===== src/inc/audio_serial_cfg.svh =====
`ifndef AUDIO_SERIAL_CFG_SVH
`define AUDIO_SERIAL_CFG_SVH

// Register indices; byte address is four times the index
`define ASP_IDX_OUT_CLK_DIV 10'h01A
`define ASP_IDX_FORMAT 10'h01B
`define ASP_IDX_OFFSET 10'h01C
`define ASP_IDX_LOOP_POL 10'h01D
`define ASP_IDX_BIT_CLK_DIV 10'h01E

`define ASP_RST_OUT_CLK_DIV 8'h01
`define ASP_RST_FORMAT 8'h00
`define ASP_RST_OFFSET 8'h00
`define ASP_RST_LOOP_POL 8'h00
`define ASP_RST_BIT_CLK_DIV 8'h01

// Field positions
`define ASP_DIV_PWR_BIT 7
`define ASP_FMT_MSB 7
`define ASP_FMT_LSB 6
`define ASP_WL_MSB 5
`define ASP_WL_LSB 4
`define ASP_BCLK_DIR_BIT 3
`define ASP_WCLK_DIR_BIT 2
`define ASP_FMT_RSVD_BIT 1
`define ASP_HIZ_BIT 0
`define ASP_SER_LOOP_BIT 5
`define ASP_CONV_LOOP_BIT 4
`define ASP_POL_BIT 3
`define ASP_BUF_PWR_BIT 2
`define ASP_BDIV_MSB 1
`define ASP_BDIV_LSB 0

`endif


===== src/inc/audio_serial_pkg.sv =====
package audio_serial_pkg;

  typedef enum logic [1:0] {
    FMT_I2S,
    FMT_DSP,
    FMT_RIGHT_JUSTIFIED,
    FMT_LEFT_JUSTIFIED
  } frame_format_e;

  typedef enum logic [1:0] {
    BDIV_PLAYBACK_CLOCK,
    BDIV_PLAYBACK_MODULATOR_CLOCK,
    BDIV_RECORD_CLOCK,
    BDIV_RECORD_MODULATOR_CLOCK
  } bit_divider_input_e;

  typedef struct packed {
    logic [31:0] left;
    logic [31:0] right;
  } stereo_sample_s;

  typedef struct packed {
    logic psel;
    logic penable;
    logic pwrite;
    logic [11:0] paddr;
    logic [31:0] pwdata;
  } apb_req_s;

  typedef struct packed {
    logic pready;
    logic pslverr;
    logic [31:0] prdata;
  } apb_rsp_s;

endpackage : audio_serial_pkg


===== src/hdl/clock_divider.sv =====
`timescale 1ns/1ps
// Divides a slow level clock by a 7-bit code, zero meaning 128
module clock_divider #(
  parameter int DIV_W = 7
) (
  // Clock and reset
  input wire logic clk,
  input wire logic rst,
  // Control
  input wire logic power_up,
  input wire logic [DIV_W-1:0] div_code,
  // Clock in and out
  input wire logic src,
  output logic div_out
);

  // Width refused at elaboration
  if (DIV_W < 2 || DIV_W > 16)
  begin : g_bad_width
    $error("clock_divider: DIV_W out of range");
  end

  logic src_q;
  logic [DIV_W:0] count;
  logic [DIV_W:0] divisor;
  logic [DIV_W:0] half;
  logic src_rise;
  logic wrap;
  logic [DIV_W:0] next_count;

  assign divisor = (div_code == '0) ? (DIV_W+1)'(1 << DIV_W)
                                    : {1'b0, div_code};
  assign half = (divisor + (DIV_W+1)'(1)) >> 1;
  assign src_rise = src & ~src_q;
  assign wrap = (count >= divisor - (DIV_W+1)'(1));
  assign next_count = !src_rise ? count
                    : wrap ? '0 : count + (DIV_W+1)'(1);

  always_ff @(posedge clk or posedge rst)
  begin
    if (rst)
    begin
      src_q <= 1'b0;
      count <= '0;
      div_out <= 1'b0;
    end
    else if (!power_up)
    begin
      src_q <= 1'b0;
      count <= '0;
      div_out <= 1'b0;
    end
    else
    begin
      src_q <= src;
      count <= next_count;
      div_out <= (divisor == (DIV_W+1)'(1)) ? src : (next_count < half);
    end
  end

endmodule : clock_divider


===== src/hdl/word_clock_gen.sv =====
`timescale 1ns/1ps
// Generates the frame clock from bit clock launch edges
module word_clock_gen (
  // Clock and reset
  input wire logic clk,
  input wire logic rst,
  // Control
  input wire logic enable,
  input wire logic bit_tick,
  input wire logic [5:0] word_bits,
  input wire audio_serial_pkg::frame_format_e fmt,
  // Frame clock
  output logic wclk
);

  logic [6:0] bit_cnt;
  logic [6:0] frame_bits;
  logic [6:0] next_cnt;
  logic first_half;

  assign frame_bits = {word_bits, 1'b0};
  assign next_cnt = (bit_cnt >= frame_bits - 7'h01) ? 7'h00
                                                   : bit_cnt + 7'h01;
  assign first_half = (next_cnt < {1'b0, word_bits});

  always_ff @(posedge clk or posedge rst)
  begin
    if (rst)
    begin
      bit_cnt <= 7'h7F;
      wclk <= 1'b0;
    end
    else if (!enable)
    begin
      bit_cnt <= 7'h7F;
      wclk <= 1'b0;
    end
    else if (bit_tick)
    begin
      bit_cnt <= next_cnt;
      unique case (fmt)
        audio_serial_pkg::FMT_I2S: wclk <= ~first_half;
        audio_serial_pkg::FMT_DSP: wclk <= (next_cnt == 7'h00);
        audio_serial_pkg::FMT_RIGHT_JUSTIFIED,
        audio_serial_pkg::FMT_LEFT_JUSTIFIED: wclk <= first_half;
      endcase
    end
  end

endmodule : word_clock_gen


===== src/hdl/audio_serial_port_config.sv =====
`timescale 1ns/1ps
`include "audio_serial_cfg.svh"
module audio_serial_port_config (
  // Clock and reset
  input wire logic REF_CLK,
  input wire logic RST,
  // APB slave
  input wire audio_serial_pkg::apb_req_s APB_REQ,
  output audio_serial_pkg::apb_rsp_s APB_RSP,
  // Clock sources, slow levels synchronous to REF_CLK
  input wire logic OUTPUT_CLOCK_SOURCE,
  input wire logic PLAYBACK_CLOCK,
  input wire logic PLAYBACK_MODULATOR_CLOCK,
  input wire logic RECORD_CLOCK,
  input wire logic RECORD_MODULATOR_CLOCK,
  input wire logic CODEC_POWERED,
  output logic OUTPUT_CLOCK,
  // Serial pins
  input wire logic BCLK_IN,
  output logic BCLK_OUT,
  output logic BCLK_OE,
  input wire logic WCLK_IN,
  output logic WCLK_OUT,
  output logic WCLK_OE,
  input wire logic DIN,
  output logic DOUT,
  output logic DOUT_OE,
  // Converter samples
  input wire audio_serial_pkg::stereo_sample_s RECORD_SAMPLE,
  output audio_serial_pkg::stereo_sample_s PLAYBACK_SAMPLE
);

  logic [7:0] out_clk_div;
  logic [7:0] format_ctrl;
  logic [7:0] data_offset;
  logic [7:0] loop_pol;
  logic [7:0] bit_clk_div;

  // APB decode
  logic [9:0] word_idx;
  logic hit_out_clk;
  logic hit_format;
  logic hit_offset;
  logic hit_loop;
  logic hit_bit_clk;
  logic mapped;
  logic setup_phase;
  logic write_now;
  logic [7:0] read_mux;

  assign word_idx = APB_REQ.paddr[11:2];
  assign hit_out_clk = (word_idx == `ASP_IDX_OUT_CLK_DIV);
  assign hit_format = (word_idx == `ASP_IDX_FORMAT);
  assign hit_offset = (word_idx == `ASP_IDX_OFFSET);
  assign hit_loop = (word_idx == `ASP_IDX_LOOP_POL);
  assign hit_bit_clk = (word_idx == `ASP_IDX_BIT_CLK_DIV);
  assign mapped = hit_out_clk | hit_format | hit_offset | hit_loop
                | hit_bit_clk;
  assign setup_phase = APB_REQ.psel & ~APB_REQ.penable;
  assign write_now = APB_REQ.psel & APB_REQ.penable & APB_RSP.pready
                   & APB_REQ.pwrite & mapped;
  assign read_mux = hit_out_clk ? out_clk_div
                  : hit_format ? format_ctrl
                  : hit_offset ? data_offset
                  : hit_loop ? loop_pol
                  : hit_bit_clk ? bit_clk_div : 8'h00;

  // Zero-wait answer: pready in the cycle after setup
  always_ff @(posedge REF_CLK or posedge RST)
  begin
    if (RST)
      APB_RSP <= '0;
    else
    begin
      APB_RSP.pready <= setup_phase;
      APB_RSP.pslverr <= setup_phase & ~mapped;
      APB_RSP.prdata <= (setup_phase & ~APB_REQ.pwrite)
                        ? {24'h000000, read_mux} : 32'h00000000;
    end
  end

  always_ff @(posedge REF_CLK or posedge RST)
  begin
    if (RST)
    begin
      out_clk_div <= `ASP_RST_OUT_CLK_DIV;
      format_ctrl <= `ASP_RST_FORMAT;
      data_offset <= `ASP_RST_OFFSET;
      loop_pol <= `ASP_RST_LOOP_POL;
      bit_clk_div <= `ASP_RST_BIT_CLK_DIV;
    end
    else if (write_now)
    begin
      if (hit_out_clk)
        out_clk_div <= APB_REQ.pwdata[7:0];
      if (hit_format)
      begin
        format_ctrl <= APB_REQ.pwdata[7:0];
        format_ctrl[`ASP_FMT_RSVD_BIT] <= 1'b0;
      end
      if (hit_offset)
        data_offset <= APB_REQ.pwdata[7:0];
      if (hit_loop)
        loop_pol <= APB_REQ.pwdata[7:0];
      if (hit_bit_clk)
        bit_clk_div <= APB_REQ.pwdata[7:0];
    end
  end

  // Field views
  audio_serial_pkg::frame_format_e fmt;
  audio_serial_pkg::bit_divider_input_e bdiv_sel;
  logic [5:0] word_bits;
  logic bclk_dir;
  logic wclk_dir;
  logic hiz_after_word;
  logic serial_loop;
  logic conv_loop;
  logic bclk_invert;
  logic buf_keep;

  assign fmt = audio_serial_pkg::frame_format_e'(
               format_ctrl[`ASP_FMT_MSB:`ASP_FMT_LSB]);
  assign word_bits = (format_ctrl[`ASP_WL_MSB:`ASP_WL_LSB] == 2'b00) ? 6'd16
                   : (format_ctrl[`ASP_WL_MSB:`ASP_WL_LSB] == 2'b01) ? 6'd20
                   : (format_ctrl[`ASP_WL_MSB:`ASP_WL_LSB] == 2'b10) ? 6'd24
                   : 6'd32;
  assign bclk_dir = format_ctrl[`ASP_BCLK_DIR_BIT];
  assign wclk_dir = format_ctrl[`ASP_WCLK_DIR_BIT];
  assign hiz_after_word = format_ctrl[`ASP_HIZ_BIT];
  assign serial_loop = loop_pol[`ASP_SER_LOOP_BIT];
  assign conv_loop = loop_pol[`ASP_CONV_LOOP_BIT];
  assign bclk_invert = loop_pol[`ASP_POL_BIT];
  assign buf_keep = loop_pol[`ASP_BUF_PWR_BIT];
  assign bdiv_sel = audio_serial_pkg::bit_divider_input_e'(
                    loop_pol[`ASP_BDIV_MSB:`ASP_BDIV_LSB]);

  // Dividers
  logic bdiv_src;
  logic n_div_out;

  assign bdiv_src = (bdiv_sel == audio_serial_pkg::BDIV_PLAYBACK_CLOCK)
                    ? PLAYBACK_CLOCK
                  : (bdiv_sel ==
                     audio_serial_pkg::BDIV_PLAYBACK_MODULATOR_CLOCK)
                    ? PLAYBACK_MODULATOR_CLOCK
                  : (bdiv_sel == audio_serial_pkg::BDIV_RECORD_CLOCK)
                    ? RECORD_CLOCK : RECORD_MODULATOR_CLOCK;

  clock_divider #(.DIV_W(7)) m_divider (
    .clk(REF_CLK),
    .rst(RST),
    .power_up(out_clk_div[`ASP_DIV_PWR_BIT]),
    .div_code(out_clk_div[6:0]),
    .src(OUTPUT_CLOCK_SOURCE),
    .div_out(OUTPUT_CLOCK)
  );

  clock_divider #(.DIV_W(7)) n_divider (
    .clk(REF_CLK),
    .rst(RST),
    .power_up(bit_clk_div[`ASP_DIV_PWR_BIT]),
    .div_code(bit_clk_div[6:0]),
    .src(bdiv_src),
    .div_out(n_div_out)
  );

  // Clock buffers and direction
  logic buf_on;
  logic bclk_int;
  logic bclk_q;
  logic bit_rise;
  logic bit_fall;
  logic fall_d;
  logic gen_wclk;
  logic wclk_int;

  assign buf_on = CODEC_POWERED
                | (buf_keep & (bclk_dir | wclk_dir));
  assign bclk_int = (bclk_dir ? n_div_out : (BCLK_IN & buf_on))
                  ^ bclk_invert;
  assign bit_rise = bclk_int & ~bclk_q;
  assign bit_fall = ~bclk_int & bclk_q;
  assign wclk_int = wclk_dir ? gen_wclk : (WCLK_IN & buf_on);

  word_clock_gen frame_gen (
    .clk(REF_CLK),
    .rst(RST),
    .enable(wclk_dir & buf_on),
    .bit_tick(bit_fall),
    .word_bits(word_bits),
    .fmt(fmt),
    .wclk(gen_wclk)
  );

  always_ff @(posedge REF_CLK or posedge RST)
  begin
    if (RST)
    begin
      bclk_q <= 1'b0;
      fall_d <= 1'b0;
      BCLK_OUT <= 1'b0;
      BCLK_OE <= 1'b0;
      WCLK_OUT <= 1'b0;
      WCLK_OE <= 1'b0;
    end
    else
    begin
      bclk_q <= bclk_int;
      fall_d <= bit_fall;
      BCLK_OUT <= n_div_out ^ bclk_invert;
      BCLK_OE <= bclk_dir & buf_on;
      WCLK_OUT <= gen_wclk;
      WCLK_OE <= wclk_dir & buf_on;
    end
  end

  // Frame position, advanced one cycle after each launch edge
  logic wclk_prev;
  logic wclk_change;
  logic chan_start;
  logic [9:0] bit_cnt;
  logic [9:0] half_len;
  logic [9:0] next_cnt;
  logic [9:0] delay;
  logic [9:0] rj_pad;
  logic [9:0] span;
  logic [9:0] word_pos;
  logic in_word;
  logic right_chan;
  logic left_start;
  logic [31:0] tx_left;
  logic [31:0] tx_right;
  logic [31:0] tx_word;
  logic [31:0] rx_shift;

  assign wclk_change = (wclk_int != wclk_prev);
  assign chan_start = wclk_change
                    & ((fmt != audio_serial_pkg::FMT_DSP) | wclk_int);
  assign next_cnt = chan_start ? 10'h000
                  : (bit_cnt == 10'h3FF) ? bit_cnt : bit_cnt + 10'h001;
  assign rj_pad = (half_len > {4'h0, word_bits})
                  ? half_len - {4'h0, word_bits} : 10'h000;
  assign delay = {2'b00, data_offset}
               + ((fmt == audio_serial_pkg::FMT_I2S) ? 10'h001 : 10'h000)
               + ((fmt == audio_serial_pkg::FMT_RIGHT_JUSTIFIED)
                  ? rj_pad : 10'h000);
  assign span = (fmt == audio_serial_pkg::FMT_DSP)
                ? {3'b000, word_bits, 1'b0} : {4'h0, word_bits};
  assign in_word = (bit_cnt >= delay) && (bit_cnt < delay + span);
  assign word_pos = (bit_cnt >= delay + {4'h0, word_bits})
                    ? bit_cnt - delay - {4'h0, word_bits}
                    : bit_cnt - delay;
  assign right_chan = (fmt == audio_serial_pkg::FMT_DSP)
                      ? (bit_cnt >= delay + {4'h0, word_bits})
                    : (fmt == audio_serial_pkg::FMT_I2S)
                      ? wclk_prev : ~wclk_prev;
  assign left_start = chan_start & ~right_chan_next(wclk_int);
  assign tx_word = right_chan ? tx_right : tx_left;

  function automatic logic right_chan_next(input logic level);
    right_chan_next = (fmt == audio_serial_pkg::FMT_I2S) ? level
                    : (fmt == audio_serial_pkg::FMT_DSP) ? 1'b0 : ~level;
  endfunction : right_chan_next

  always_ff @(posedge REF_CLK or posedge RST)
  begin
    if (RST)
    begin
      wclk_prev <= 1'b0;
      bit_cnt <= 10'h3FF;
      half_len <= 10'h000;
      tx_left <= 32'h00000000;
      tx_right <= 32'h00000000;
    end
    else if (fall_d)
    begin
      wclk_prev <= wclk_int;
      bit_cnt <= next_cnt;
      if (chan_start)
        half_len <= bit_cnt + 10'h001;
      if (left_start)
      begin
        tx_left <= RECORD_SAMPLE.left;
        tx_right <= RECORD_SAMPLE.right;
      end
    end
  end

  // Data out, launched on the delayed launch edge
  always_ff @(posedge REF_CLK or posedge RST)
  begin
    if (RST)
    begin
      DOUT <= 1'b0;
      DOUT_OE <= 1'b0;
    end
    else if (serial_loop)
    begin
      DOUT <= DIN;
      DOUT_OE <= 1'b1;
    end
    else if (fall_d)
    begin
      DOUT <= in_word ? tx_word[5'(word_bits - 6'd1 - word_pos[5:0])]
                      : 1'b0;
      DOUT_OE <= ~hiz_after_word | in_word;
    end
  end

  // Data in, captured on the capture edge
  always_ff @(posedge REF_CLK or posedge RST)
  begin
    if (RST)
    begin
      rx_shift <= 32'h00000000;
      PLAYBACK_SAMPLE <= '0;
    end
    else if (conv_loop)
    begin
      if (fall_d && left_start)
        PLAYBACK_SAMPLE <= RECORD_SAMPLE;
    end
    else if (bit_rise && in_word)
    begin
      // Cleared at word start so the sample stays right aligned
      rx_shift <= (word_pos == 10'h000) ? {31'h00000000, DIN}
                                        : {rx_shift[30:0], DIN};
      if (word_pos == {4'h0, word_bits} - 10'h001)
      begin
        if (right_chan)
          PLAYBACK_SAMPLE.right <= {rx_shift[30:0], DIN};
        else
          PLAYBACK_SAMPLE.left <= {rx_shift[30:0], DIN};
      end
    end
  end

endmodule : audio_serial_port_config


===== config.mk =====
export PLATFORM = sky130hd
export DESIGN_NAME = audio_serial_port_config
export DESIGN_NICKNAME = d
export VERILOG_FILES = /design/src/inc/audio_serial_pkg.sv /design/src/hdl/clock_divider.sv /design/src/hdl/word_clock_gen.sv /design/src/hdl/audio_serial_port_config.sv
export VERILOG_INCLUDE_DIRS = /design/src /design/src/inc
export SDC_FILE = /design/constraint.sdc
export NUM_CORES = 1
export LEC_CHECK = 0
export ABC_CLOCK_PERIOD_IN_PS = 8850
export BUFFER_PORTS_ARGS = -buffer_cell sky130_fd_sc_hd__buf_2
export CAP_MARGIN = 25
export CORE_MARGIN = 2
export CORE_UTILIZATION = 45
export DETAILED_ROUTE_END_ITERATION = 8
export GPL_TIMING_DRIVEN = 0
export PLACE_DENSITY = 0.67
export SLEW_MARGIN = 5
export SYNTH_ARGS = -nofsm -noshare
export SYNTH_HDL_FRONTEND = slang
export SYNTH_HIERARCHICAL = 1
export SYNTH_SLANG_ARGS = --single-unit

===== constraint.sdc =====
create_clock -name REF_CLK -period 8.85 [get_ports REF_CLK]
set_clock_uncertainty 0.15 [all_clocks]
set_input_delay 1.77 -clock REF_CLK [delete_from_list [all_inputs] [get_ports REF_CLK]]
set_output_delay 1.77 -clock REF_CLK [all_outputs]
set_load 0.005 [all_outputs]

* After elaboration in Yosys (flattened, before gate mapping)
Index checks and enable logic that the tools add are counted.
** Cells by class
- $add $sub $neg :: 19
- Multipliers :: 0
- Divide/modulo/power cells :: 0
- $lt $le $gt $ge :: 11
- Equal/unequal tests :: 22
- Shift operators :: 0
- Mux-type cells :: 60
- Bitwise gates (word level) :: 41
- Reductions and logical operators :: 26
** Operators with widths (count)
- $mux 64 :: 4
- $mux 8 :: 14
- $mux 32 :: 3
- $eq 10x5->1 const B :: 5
- $mux 10 :: 5
- $add 8x1->8 const B :: 4
- $mux 31 :: 1
- $mux 7 :: 4
- $mux 1 :: 24
- $logic_not 7->1 :: 3
- $ge 10x10->1 :: 2
- $sub 10x6->10 :: 2
- $and 1x1->1 :: 18
- $mux 6 :: 3
- $reduce_and 2->1 :: 9
- $eq 8x1->1 const B :: 2
- $ge 8x8->1 :: 2
- $lt 8x7->1 :: 2
- $sub 8x1->8 const B :: 2
- $not 1->1 :: 13
- $add 10x1->10 const B :: 1
- $add 10x6->10 :: 1
- $add 10x7->10 :: 1
- $add 9x10->10 :: 1
- other kinds (29) :: 53
** Storage, ports and cells
- Flip-flop bits (word level) :: 265
- Latch bits :: 0
- Bits in writable memories :: 0
- Bits in read-only memories :: 0
- Input port bits :: 122
- Output and inout port bits :: 105
- Word-level logic and storage cells :: 211
- Memories :: 0

* Longest topological paths before layout
Gate-level depths: netlist of the first run.
- Word-level depth :: 17
- Depth in mapped cells :: 39
- Gate-level depth less buffers :: 37

* Modules after synthesis
The synthesis of the first run kept the hierarchy.
** Modules (own cells, without submodules)
- audio_serial_port_config :: times used 1, cells an instance 1296, area each 13673.1 µm², seq. area each 5945.7 µm²
- clock_divider (n_divider) :: times used 1, cells an instance 143, area each 1207.4 µm², seq. area each 250.2 µm²
- clock_divider (m_divider) :: times used 1, cells an instance 125, area each 1092.3 µm², seq. area each 250.2 µm²
- word_clock_gen :: times used 1, cells an instance 114, area each 892.1 µm², seq. area each 209.0 µm²

* Least setup slack after synthesis of the first run
No wires, ideal clock.
- Path kind :: reg-to-reg
- From :: register format_ctrl[4]
- To :: register PLAYBACK_SAMPLE[46] in the netlist's numbering
- Library setup time :: 0.126 ns
- Data arrival time :: 8.512 ns
- Data required time :: 8.574 ns
- Slack :: 0.062 ns
- Stages on the path, launching flop included :: 37
- Buffers on the path :: 3
- Period minus slack after synthesis :: 8.788 ns
- Cells stage by stage :: dfrtp_1 > inv_1 > ha_1 > inv_1 > ha_1 > nand2_1 > or4b_2 > a2111oi_0 > or3b_2 > clkbuf_1 > nor2_1 > fa_1 > fa_1 > a21o_1 > a21oi_1 > xnor2_1 > ha_1 > a21oi_1 > o21ai_0 > a21oi_1 > nor2_1 > nand3_1 > xor2_1 > ha_1 > and4_1 > o211ai_1 > o22ai_1 > nor2_2 > mux2_2 > ha_1 > nor3_1 > nand3b_1 > nor4b_4 > o21ai_2 > buf_2 > buf_6 > a221o_1
** On the way
- Cells in the longest elaborated chain, start to end :: 14
- Elaborated cells on any way between the ends :: 29
- Those cells by class :: 7 x add/sub; 4 x order compare; 4 x eq/ne; 8 x mux; 6 x reduce/logical
** Ends and longest elaborated chain
- start, declared :: RTL line audio_serial_port_config.sv:34 : logic [7:0] format_ctrl;
- start signal, assigned :: RTL line audio_serial_port_config.sv:87 : format_ctrl <= `ASP_RST_FORMAT;
- start signal, assigned :: RTL line audio_serial_port_config.sv:98 : format_ctrl <= APB_REQ.pwdata[7:0];
- $eq 2x2->1 :: RTL line audio_serial_port_config.sv:126 : : (format_ctrl[`ASP_WL_MSB:`ASP_WL_LSB] == 2'b10) ? 6'd24
- $mux 6 :: RTL line audio_serial_port_config.sv:126
- $mux 6 :: RTL line audio_serial_port_config.sv:125 : : (format_ctrl[`ASP_WL_MSB:`ASP_WL_LSB] == 2'b01) ? 6'd20
- $mux 6 * :: RTL line audio_serial_port_config.sv:124 : assign word_bits = (format_ctrl[`ASP_WL_MSB:`ASP_WL_LSB] == 2'b00) ? 6'd16
- net word_bits[3] :: RTL line audio_serial_port_config.sv:113 : logic [5:0] word_bits;
- $sub 10x6->10 / $gt 10x6->1 (equally long branches) :: RTL line audio_serial_port_config.sv:243, audio_serial_port_config.sv:242
- $mux 10 :: RTL line audio_serial_port_config.sv:243 : ? half_len - {4'h0, word_bits} : 10'h000;
- $mux 10 :: RTL line audio_serial_port_config.sv:247 : ? rj_pad : 10'h000);
- $add 9x10->10 :: RTL line audio_serial_port_config.sv:246 : + ((fmt == audio_serial_pkg::FMT_RIGHT_JUSTIFIED)
- $sub 10x10->10, or another cell as far along :: RTL line audio_serial_port_config.sv:252, audio_serial_port_config.sv:253
- $sub 10x6->10, or another cell as far along :: RTL line audio_serial_port_config.sv:252 : ? bit_cnt - delay - {4'h0, word_bits}
- $mux 10 / $logic_and 1x1->1 (equally long branches) :: RTL line audio_serial_port_config.sv:252, audio_serial_port_config.sv:250
- $eq 10x10->1 / $logic_and 1x1->1 (equally long branches) :: RTL line audio_serial_port_config.sv:329, audio_serial_port_config.sv:324
- $reduce_bool 2->1 (no source line)
- $reduce_and 4->1 (no source line) *
- end, declared :: RTL line audio_serial_port_config.sv:30 : output audio_serial_pkg::stereo_sample_s PLAYBACK_SAMPLE
Mark *: on every way through the listed nets, which the timed path passes. The rest lies on a longest branch.
A chain may end at the register's enable or synchronous reset.

* Final worst setup path of the first run
- From :: register format_ctrl[5]
- To :: register DOUT
** On the way
- Elaborated cells on any way between the ends :: 30
- Those cells by class :: 8 x add/sub; 4 x order compare; 2 x eq/ne; 14 x mux; 2 x reduce/logical
** RTL lines
- $eq 2x1->1 :: RTL line audio_serial_port_config.sv:125
- $mux 6 :: RTL line audio_serial_port_config.sv:125
- $mux 6 * :: RTL line audio_serial_port_config.sv:124
- net word_bits[2] :: RTL line audio_serial_port_config.sv:113
- $sub 10x6->10 / $gt 10x6->1 (equally long branches) :: RTL line audio_serial_port_config.sv:243, audio_serial_port_config.sv:242
- $mux 10 :: RTL line audio_serial_port_config.sv:243
- $mux 10 :: RTL line audio_serial_port_config.sv:247
- $add 9x10->10 :: RTL line audio_serial_port_config.sv:246
- $sub 10x10->10 / $add 10x6->10 (equally long branches)
- $sub 10x6->10 / $ge 10x10->1 (equally long branches) :: RTL line audio_serial_port_config.sv:252, audio_serial_port_config.sv:251, audio_serial_port_config.sv:255
- $mux 10 / $mux 1 (equally long branches) :: RTL line audio_serial_port_config.sv:252, audio_serial_port_config.sv:255
- $sub 5x5->5 / $mux 32 (equally long branches) :: RTL line audio_serial_port_config.sv:305, audio_serial_port_config.sv:259
- $bmux 1 s5 :: RTL line audio_serial_port_config.sv:305 : DOUT <= in_word ? tx_word[5'(word_bits - 6'd1 - word_pos[5:0])]
- $mux 1 (not written as such) :: RTL line audio_serial_port_config.sv:305
- $mux 1 * :: RTL line audio_serial_port_config.sv:305
- $mux 1 * :: RTL line audio_serial_port_config.sv:303 : else if (fall_d)
- $mux 1 * :: RTL line audio_serial_port_config.sv:298 : else if (serial_loop)
- end signal, assigned :: RTL line audio_serial_port_config.sv:305
- end, declared :: RTL line audio_serial_port_config.sv:26 : output logic DOUT,
Mark *: on every way through the listed nets, which the timed path passes. The rest lies on a longest branch. The select of a mux whose other input is x is not followed.

==> out/metrics.cfg, run 1 <==
[die]
die_area_mm2=0.0390
rows=70
core_mm2=0.0368
initial_core_util_pct=45.8
die_h_um=198
die_width_um=198
ios=227

[clocking]
clockBufferDepth=3
tritoncts=yes
cts_root_buffer=clkbuf_16
clk_pin_slew_ns=0.06
h-tree-depth=1
cts_hold_buf=0
clock_latency_ns=0.57
cts.sinks=265
cts_made_buffers=29

[route]
wl_per_cell_um=20.6
firstDrtPassIters=7
antenna_left=0
vias=14453
drt_drc_violations_left=0
viasPerCell=5.97
drt_wl_total_um=50000
drt-initial-drc-count=1004

[logic_synthesis]
syn_inst=1678
synth-main-ff-cell=dfrtp_1
synth-seq-cells=265
yosysTopAreaCell=dfrtp_1
async_flop_share_pct=100
synth_area_per_cell_um2=10.1
synth_common_cells=dfrtp_1 (246), mux2_2 (115), nor2_1 (111), ha_1 (107), nand2_1 (98)
synth.distinct_cells=91
seq_area_frac_synth_pct=39.5
synthTopCellsByArea=dfrtp_1 (37%), ha_1 (7.9%), mux2_2 (7.7%)
synth_top_area_share_pct=36.5
syn-cell-area_mm2=0.0169
synth_edf_count=0
yosysWarnings=6
synth_most_common_cell=dfrtp_1

[critical_path]
cpPeakStageDelay_ns=0.65
cp.arrival_ns=8.74
path_class=reg -> reg
r2r_cells=35
start_kind=register
cp_max_fo=10
crit_slowest_cell=or4b_2
end_kind=register
cp.required_ns=9.14

[sta]
holdWs_ns=0.287
setup_viol=0
worstMarginPinSlew_ns=0.831
setup_ws_ns=0.406
fmax_mhz=118
fin_crit_ns=8.44
drv_slew=0
tns_ns=0
finalCritPeriodShare_pct=95.4
relSlewSlack_pct=44.2
finalHoldViolations=0
rsz0062_at_grt=no

[power]
finalPower_mw=3.58
peakVddDrop_mv=0.157
p_leak_nw=9.46
power_density_mw_per_mm2=180

[global_routing]
gr-total-overflow=0
grt_pass1_vias=14034
grt_antenna_before_repair=0
grt_max_degree=111
grt_pass1_wl_um=78000
groute.usage.overall_pct=25.4

[placement]
place_ws_ns=-2.42
gp_congestion=0.925
dp_hpwl_um=37600
port_buffers=175

[final_layout]
nets=2169
fill_cells=3343
n_antenna_cell=0
syn_to_final_growth_pct=17.5
seq_area_mm2=0.00666
multi_input_area_mm2=0.00974
finish.utilization_pct=53.9
drive_gt1_share_pct=24.7

[run]
max_cap_viol_count=0

[outcome]
outcome=complete, no violations

[hold_path]
hp-class=reg -> reg
holdPathStages=0

sequential cells by signal, summed over array words and instances (netlist names), 10 cells and up:
name / count
PLAYBACK_SAMPLE: 64
tx_left: 32
tx_right: 32
rx_shift: 31
APB_RSP: 10
bit_cnt: 10
half_len: 10
cell usage in the layout, fill, tap and decap left out, types with 46 or more instances in the layout:
cell      synthesis  final
ha_1            107    103
xnor2_1          49     47
clkbuf_1         74     79
buf_4            24     46
nand3_1          46     46
mux2_2          115    115
a21oi_1          54     49
buf_2            12    187
inv_1            67     64
dfrtp_1         246    244
nor2_1          111    109
a221o_1          60     60
o21ai_0          92     89
and4_1           64     64
nand2_1          98     97
stage by stage:
step / area, µm² / std cells
floorplan: 17000 / 1705
global placement: 18400 / 2348
detailed placement: 18500 / 2350
CTS: 19600 / 2412
global route: 19800 / 2422
finish: 19800 / 2422
cell type report:
type	instances	area share, %
clock inverters	10	0.682
well taps	468	2.95
inverters	67	1.33
clock buffers	43	4.08
plain buffers	112	2.72
multi-input cells	1258	49.1
flip-flops and latches	265	33.6
repair buffers	199	5.53
metal layers:
metal,wire (µm),up-vias,track usage [%],part of all wire (%)
met5,0,-,0,0
met4,1660,0,8.88,3.3
met3,3380,113,4.46,6.8
met2,22400,579,39.7,45
met1,22600,7038,35.5,45
li1,-,6723,-,-
logic make-up after synthesis:
group | after synthesis | synth area share, %
XOR/XNOR | 79 | 4.10
AO/OA/AOI/OAI | 393 | 17.1
AND/OR/NAND/NOR | 504 | 16.5
other | 1 | 0.0222
flip-flops | 265 | 39.5
adder cells (fa/ha/maj) | 115 | 8.89
multiplexers | 139 | 9.18
buffers and inverters | 182 | 4.72
critical path, delay by kind of cell, from the launching register on:
family | cells | cell delay (ns)
adder cells (fa/ha/maj) | 7 | 2.25
AND/OR/NAND/NOR | 11 | 2.24
AO/OA/AOI/OAI | 12 | 2.18
flip-flops | 1 | 0.44
multiplexers | 1 | 0.38
XOR/XNOR | 2 | 0.35
buffers and inverters | 2 | 0.30
path summary, 6_finish.rpt:
path / startpoint / endpoint / slack, ns
max: format_ctrl[5] / DOUT / 0.41
max reg2reg: format_ctrl[5] / DOUT / 0.41
min reg2reg: frame_gen/wclk / WCLK_OUT / 0.29
max in group asynchronous: RST / PLAYBACK_SAMPLE[36] / 6.19
min in group asynchronous: RST / APB_RSP[32] / 1.07
min: frame_gen/wclk / WCLK_OUT / 0.29
power by group:
group	leakage, nW	switching (mW)	internal (mW)
Combinational	5.53	0.479	0.375
Clock	0.459	0.498	0.718
Sequential	3.47	0.139	1.37
Total	9.46	1.12	2.46
what timing repair did:
| action | in CTS | in global routing |
|---|---|---|
| gates cloned | 0 | 0 |
| gates resized for setup | 30 | 25 |
| setup endpoints to repair | 95 | 95 |
| buffers inserted | 12 | 10 |
| pin swaps | 6 | 9 |
Power figures use the tool's default switching activity.
==> inputs of run 2 (changes only) <==
--- a/config.mk
+++ b/config.mk
@@ -9,11 +9,11 @@
 export ABC_CLOCK_PERIOD_IN_PS = 8850
 export BUFFER_PORTS_ARGS = -buffer_cell sky130_fd_sc_hd__buf_2
 export CAP_MARGIN = 25
-export CORE_MARGIN = 2
 export CORE_UTILIZATION = 45
 export DETAILED_ROUTE_END_ITERATION = 8
 export GPL_TIMING_DRIVEN = 0
 export PLACE_DENSITY = 0.67
+export RECOVER_POWER = 50
 export SLEW_MARGIN = 5
 export SYNTH_ARGS = -nofsm -noshare
 export SYNTH_HDL_FRONTEND = slang
==> run 2 against run 1 <==
  * The flow now finishes with violations (capacitance limit, slew limit)
  * Sequential share of layout area about the same
  * Clock power up 6%
  * Sequential power about the same
  * First-iteration DRC count down 1.8%
  * Cell count down 0.12%
  * Cell area about the same
  * Largest cell class unchanged
  * Non-clock buffer count down 3
  * Critical path depth down 1
  * Global-route usage up 0.94 points
  * Worst setup slack worse by 0.088 ns
  * Via count down 0.75%
  * Combinational power about the same
==> out/metrics.cfg, run 2 (synthesis results as in run 1) <==
[die]
die_area_mm2=0.0383  ; was 0.0390 mm²
core_mm2=0.0368  ; unchanged
die_width_um=196  ; was 198 µm
rows=70  ; unchanged
initial_core_util_pct=45.8  ; unchanged
die_h_um=196  ; was 198 µm
ios=227  ; unchanged

[clocking]
clk_pin_slew_ns=0.06  ; about the same
cts.sinks=265  ; unchanged
cts_made_buffers=29  ; unchanged
clock_latency_ns=0.57  ; about the same
h-tree-depth=1  ; unchanged
clockBufferDepth=3  ; unchanged
cts_root_buffer=clkbuf_16  ; unchanged
cts_hold_buf=0  ; unchanged
tritoncts=yes  ; unchanged

[run]
max_cap_viol_count=1  ; was 0

[route]
viasPerCell=5.93  ; was 5.97
drt_drc_violations_left=0  ; unchanged
drt_wl_total_um=50400  ; was 50000 µm
vias=14344  ; was 14453
firstDrtPassIters=5  ; was 7
antenna_left=0  ; unchanged
wl_per_cell_um=20.9  ; was 20.6 µm
drt-initial-drc-count=986  ; was 1004

[critical_path]
cp.arrival_ns=8.83  ; was 8.74 ns
crit_family=adder cells  ; unchanged
cp-startpoint=format_ctrl[4]  ; was format_ctrl[5]
rr_startpoint=format_ctrl[4]  ; was format_ctrl[5]
crit_buf_inv=4  ; was 2
cp.required_ns=9.15  ; was 9.14 ns
cp_max_fo=10  ; unchanged
path_class=reg -> reg  ; unchanged
r2r_cells=34  ; was 35
reg2reg_to=DOUT  ; unchanged
cpPeakStageDelay_ns=0.73  ; was 0.65 ns
start_kind=register  ; unchanged
crit_path_end=DOUT  ; unchanged
end_kind=register  ; unchanged
crit_slowest_cell=or4b_2  ; unchanged
r2r_slack_ns=0.32  ; was 0.41 ns
cp.depth=34  ; was 35

[final_layout]
finish.utilization_pct=53.9  ; about the same
n_antenna_cell=0  ; unchanged
final_common_cell=dfrtp_1  ; unchanged
largest_reg_flops=64  ; unchanged
drive_gt1_share_pct=24.3  ; was 24.7%
fill_cells=3304  ; was 3343
syn_to_final_growth_pct=17.5  ; about the same
layout_common_cells=dfrtp_1 (244), buf_2 (179), mux2_2 (115)  ; was dfrtp_1 (244), buf_2 (187), mux2_2 (115)
nets=2166  ; was 2169
largest-register=PLAYBACK_SAMPLE  ; unchanged
stdcell_count=2419  ; was 2422
largest_registers=PLAYBACK_SAMPLE (64), tx_left (32), tx_right (32)  ; unchanged

[hold_path]
hp-class=reg -> reg  ; unchanged
holdPathStages=0  ; unchanged

[sta]
holdWs_ns=0.292  ; was 0.287 ns
relSlewSlack_pct=-248  ; was 44.2%
worstMarginPinSlew_ns=5.22  ; was 0.831 ns
fmax_mhz=117  ; was 118 MHz
finalHoldViolations=0  ; unchanged
tns_ns=0  ; unchanged
finalCritPeriodShare_pct=96.4  ; was 95.4%
setup_viol=0  ; unchanged
fin_crit_ns=8.53  ; was 8.44 ns
drv_slew=108  ; was 0

[global_routing]
groute.usage.overall_pct=26.3  ; was 25.4%
grt_pass1_wl_um=79600  ; was 78000 µm
gr-total-overflow=0  ; unchanged
grt_pass1_vias=14092  ; was 14034
grt_max_degree=117  ; was 111
grt_antenna_before_repair=0  ; unchanged

[placement]
dp.cells=2350  ; unchanged
gp_congestion=0.931  ; was 0.925
port_buffers=175  ; unchanged
dp_hpwl_um=37700  ; was 37600 µm

[power]
power_density_mw_per_mm2=184  ; was 180 mW/mm²
finalPower_mw=3.65  ; was 3.58 mW
p_leak_nw=9.46  ; about the same
peakVddDrop_mv=0.181  ; was 0.157 mV

[outcome]
outcome=finished, violations left  ; was complete, no violations
violations=capacitance limit, slew limit

==> run 2: where the power goes <==
group | switching [mW] | leakage [nW] | internal, mW
combinational | 0.483 | 5.49 | 0.371
clock | 0.515 | 0.501 | 0.776
sequential | 0.140 | 3.47 | 1.37
total | 1.14 | 9.46 | 2.51
==> run 2: timing repair <==
action | 4_1_cts | 5_1_grt
setup endpoints to repair | 95 | 95
setup buffers | 11 | 10
gates resized for setup | 36 | 21
pin swaps | 6 | 10
==> run 2: worst min-delay path by stage <==
stage | startpoint | endpoint | slack [ns]
floorplan | frame_gen/wclk | WCLK_OUT | 0.22
global placement | frame_gen/wclk | WCLK_OUT | 0.30
detailed placement | frame_gen/wclk | WCLK_OUT | 0.29
CTS | frame_gen/wclk | WCLK_OUT | 0.31
global route | frame_gen/wclk | WCLK_OUT | 0.31
finish | frame_gen/wclk | WCLK_OUT | 0.29
==> run 2: through the flow <==
stage               cell area, µm²  setup slack, ns
floorplan                    17000           0.0624
global placement             18400            -2.47
detailed placement           18500            -2.41
CTS                          19700           0.0398
global route                 19800          -0.0447
finish                       19800            0.317
==> run 2: final cells by class <==
class | instances | area [µm²] | area share [%]
clock buffer | 42 | 845 | 4.26
buffer | 110 | 539 | 2.72
timing repair buffer | 198 | 1060 | 5.36
multi-input combinational | 1258 | 9700 | 49.0
sequential | 265 | 6660 | 33.6
tap | 468 | 586 | 2.96
clock inverter | 11 | 161 | 0.815
inverter | 67 | 256 | 1.29
==> run 2: per-layer routing <==
metal	part of all wire [%]	vias to the layer above	track usage (%)
li1	-	6722	-
met1	45	6956	37.1
met2	46	564	42.2
met3	6.3	102	3.54
met4	3.0	0	7.64
met5	0	-	0
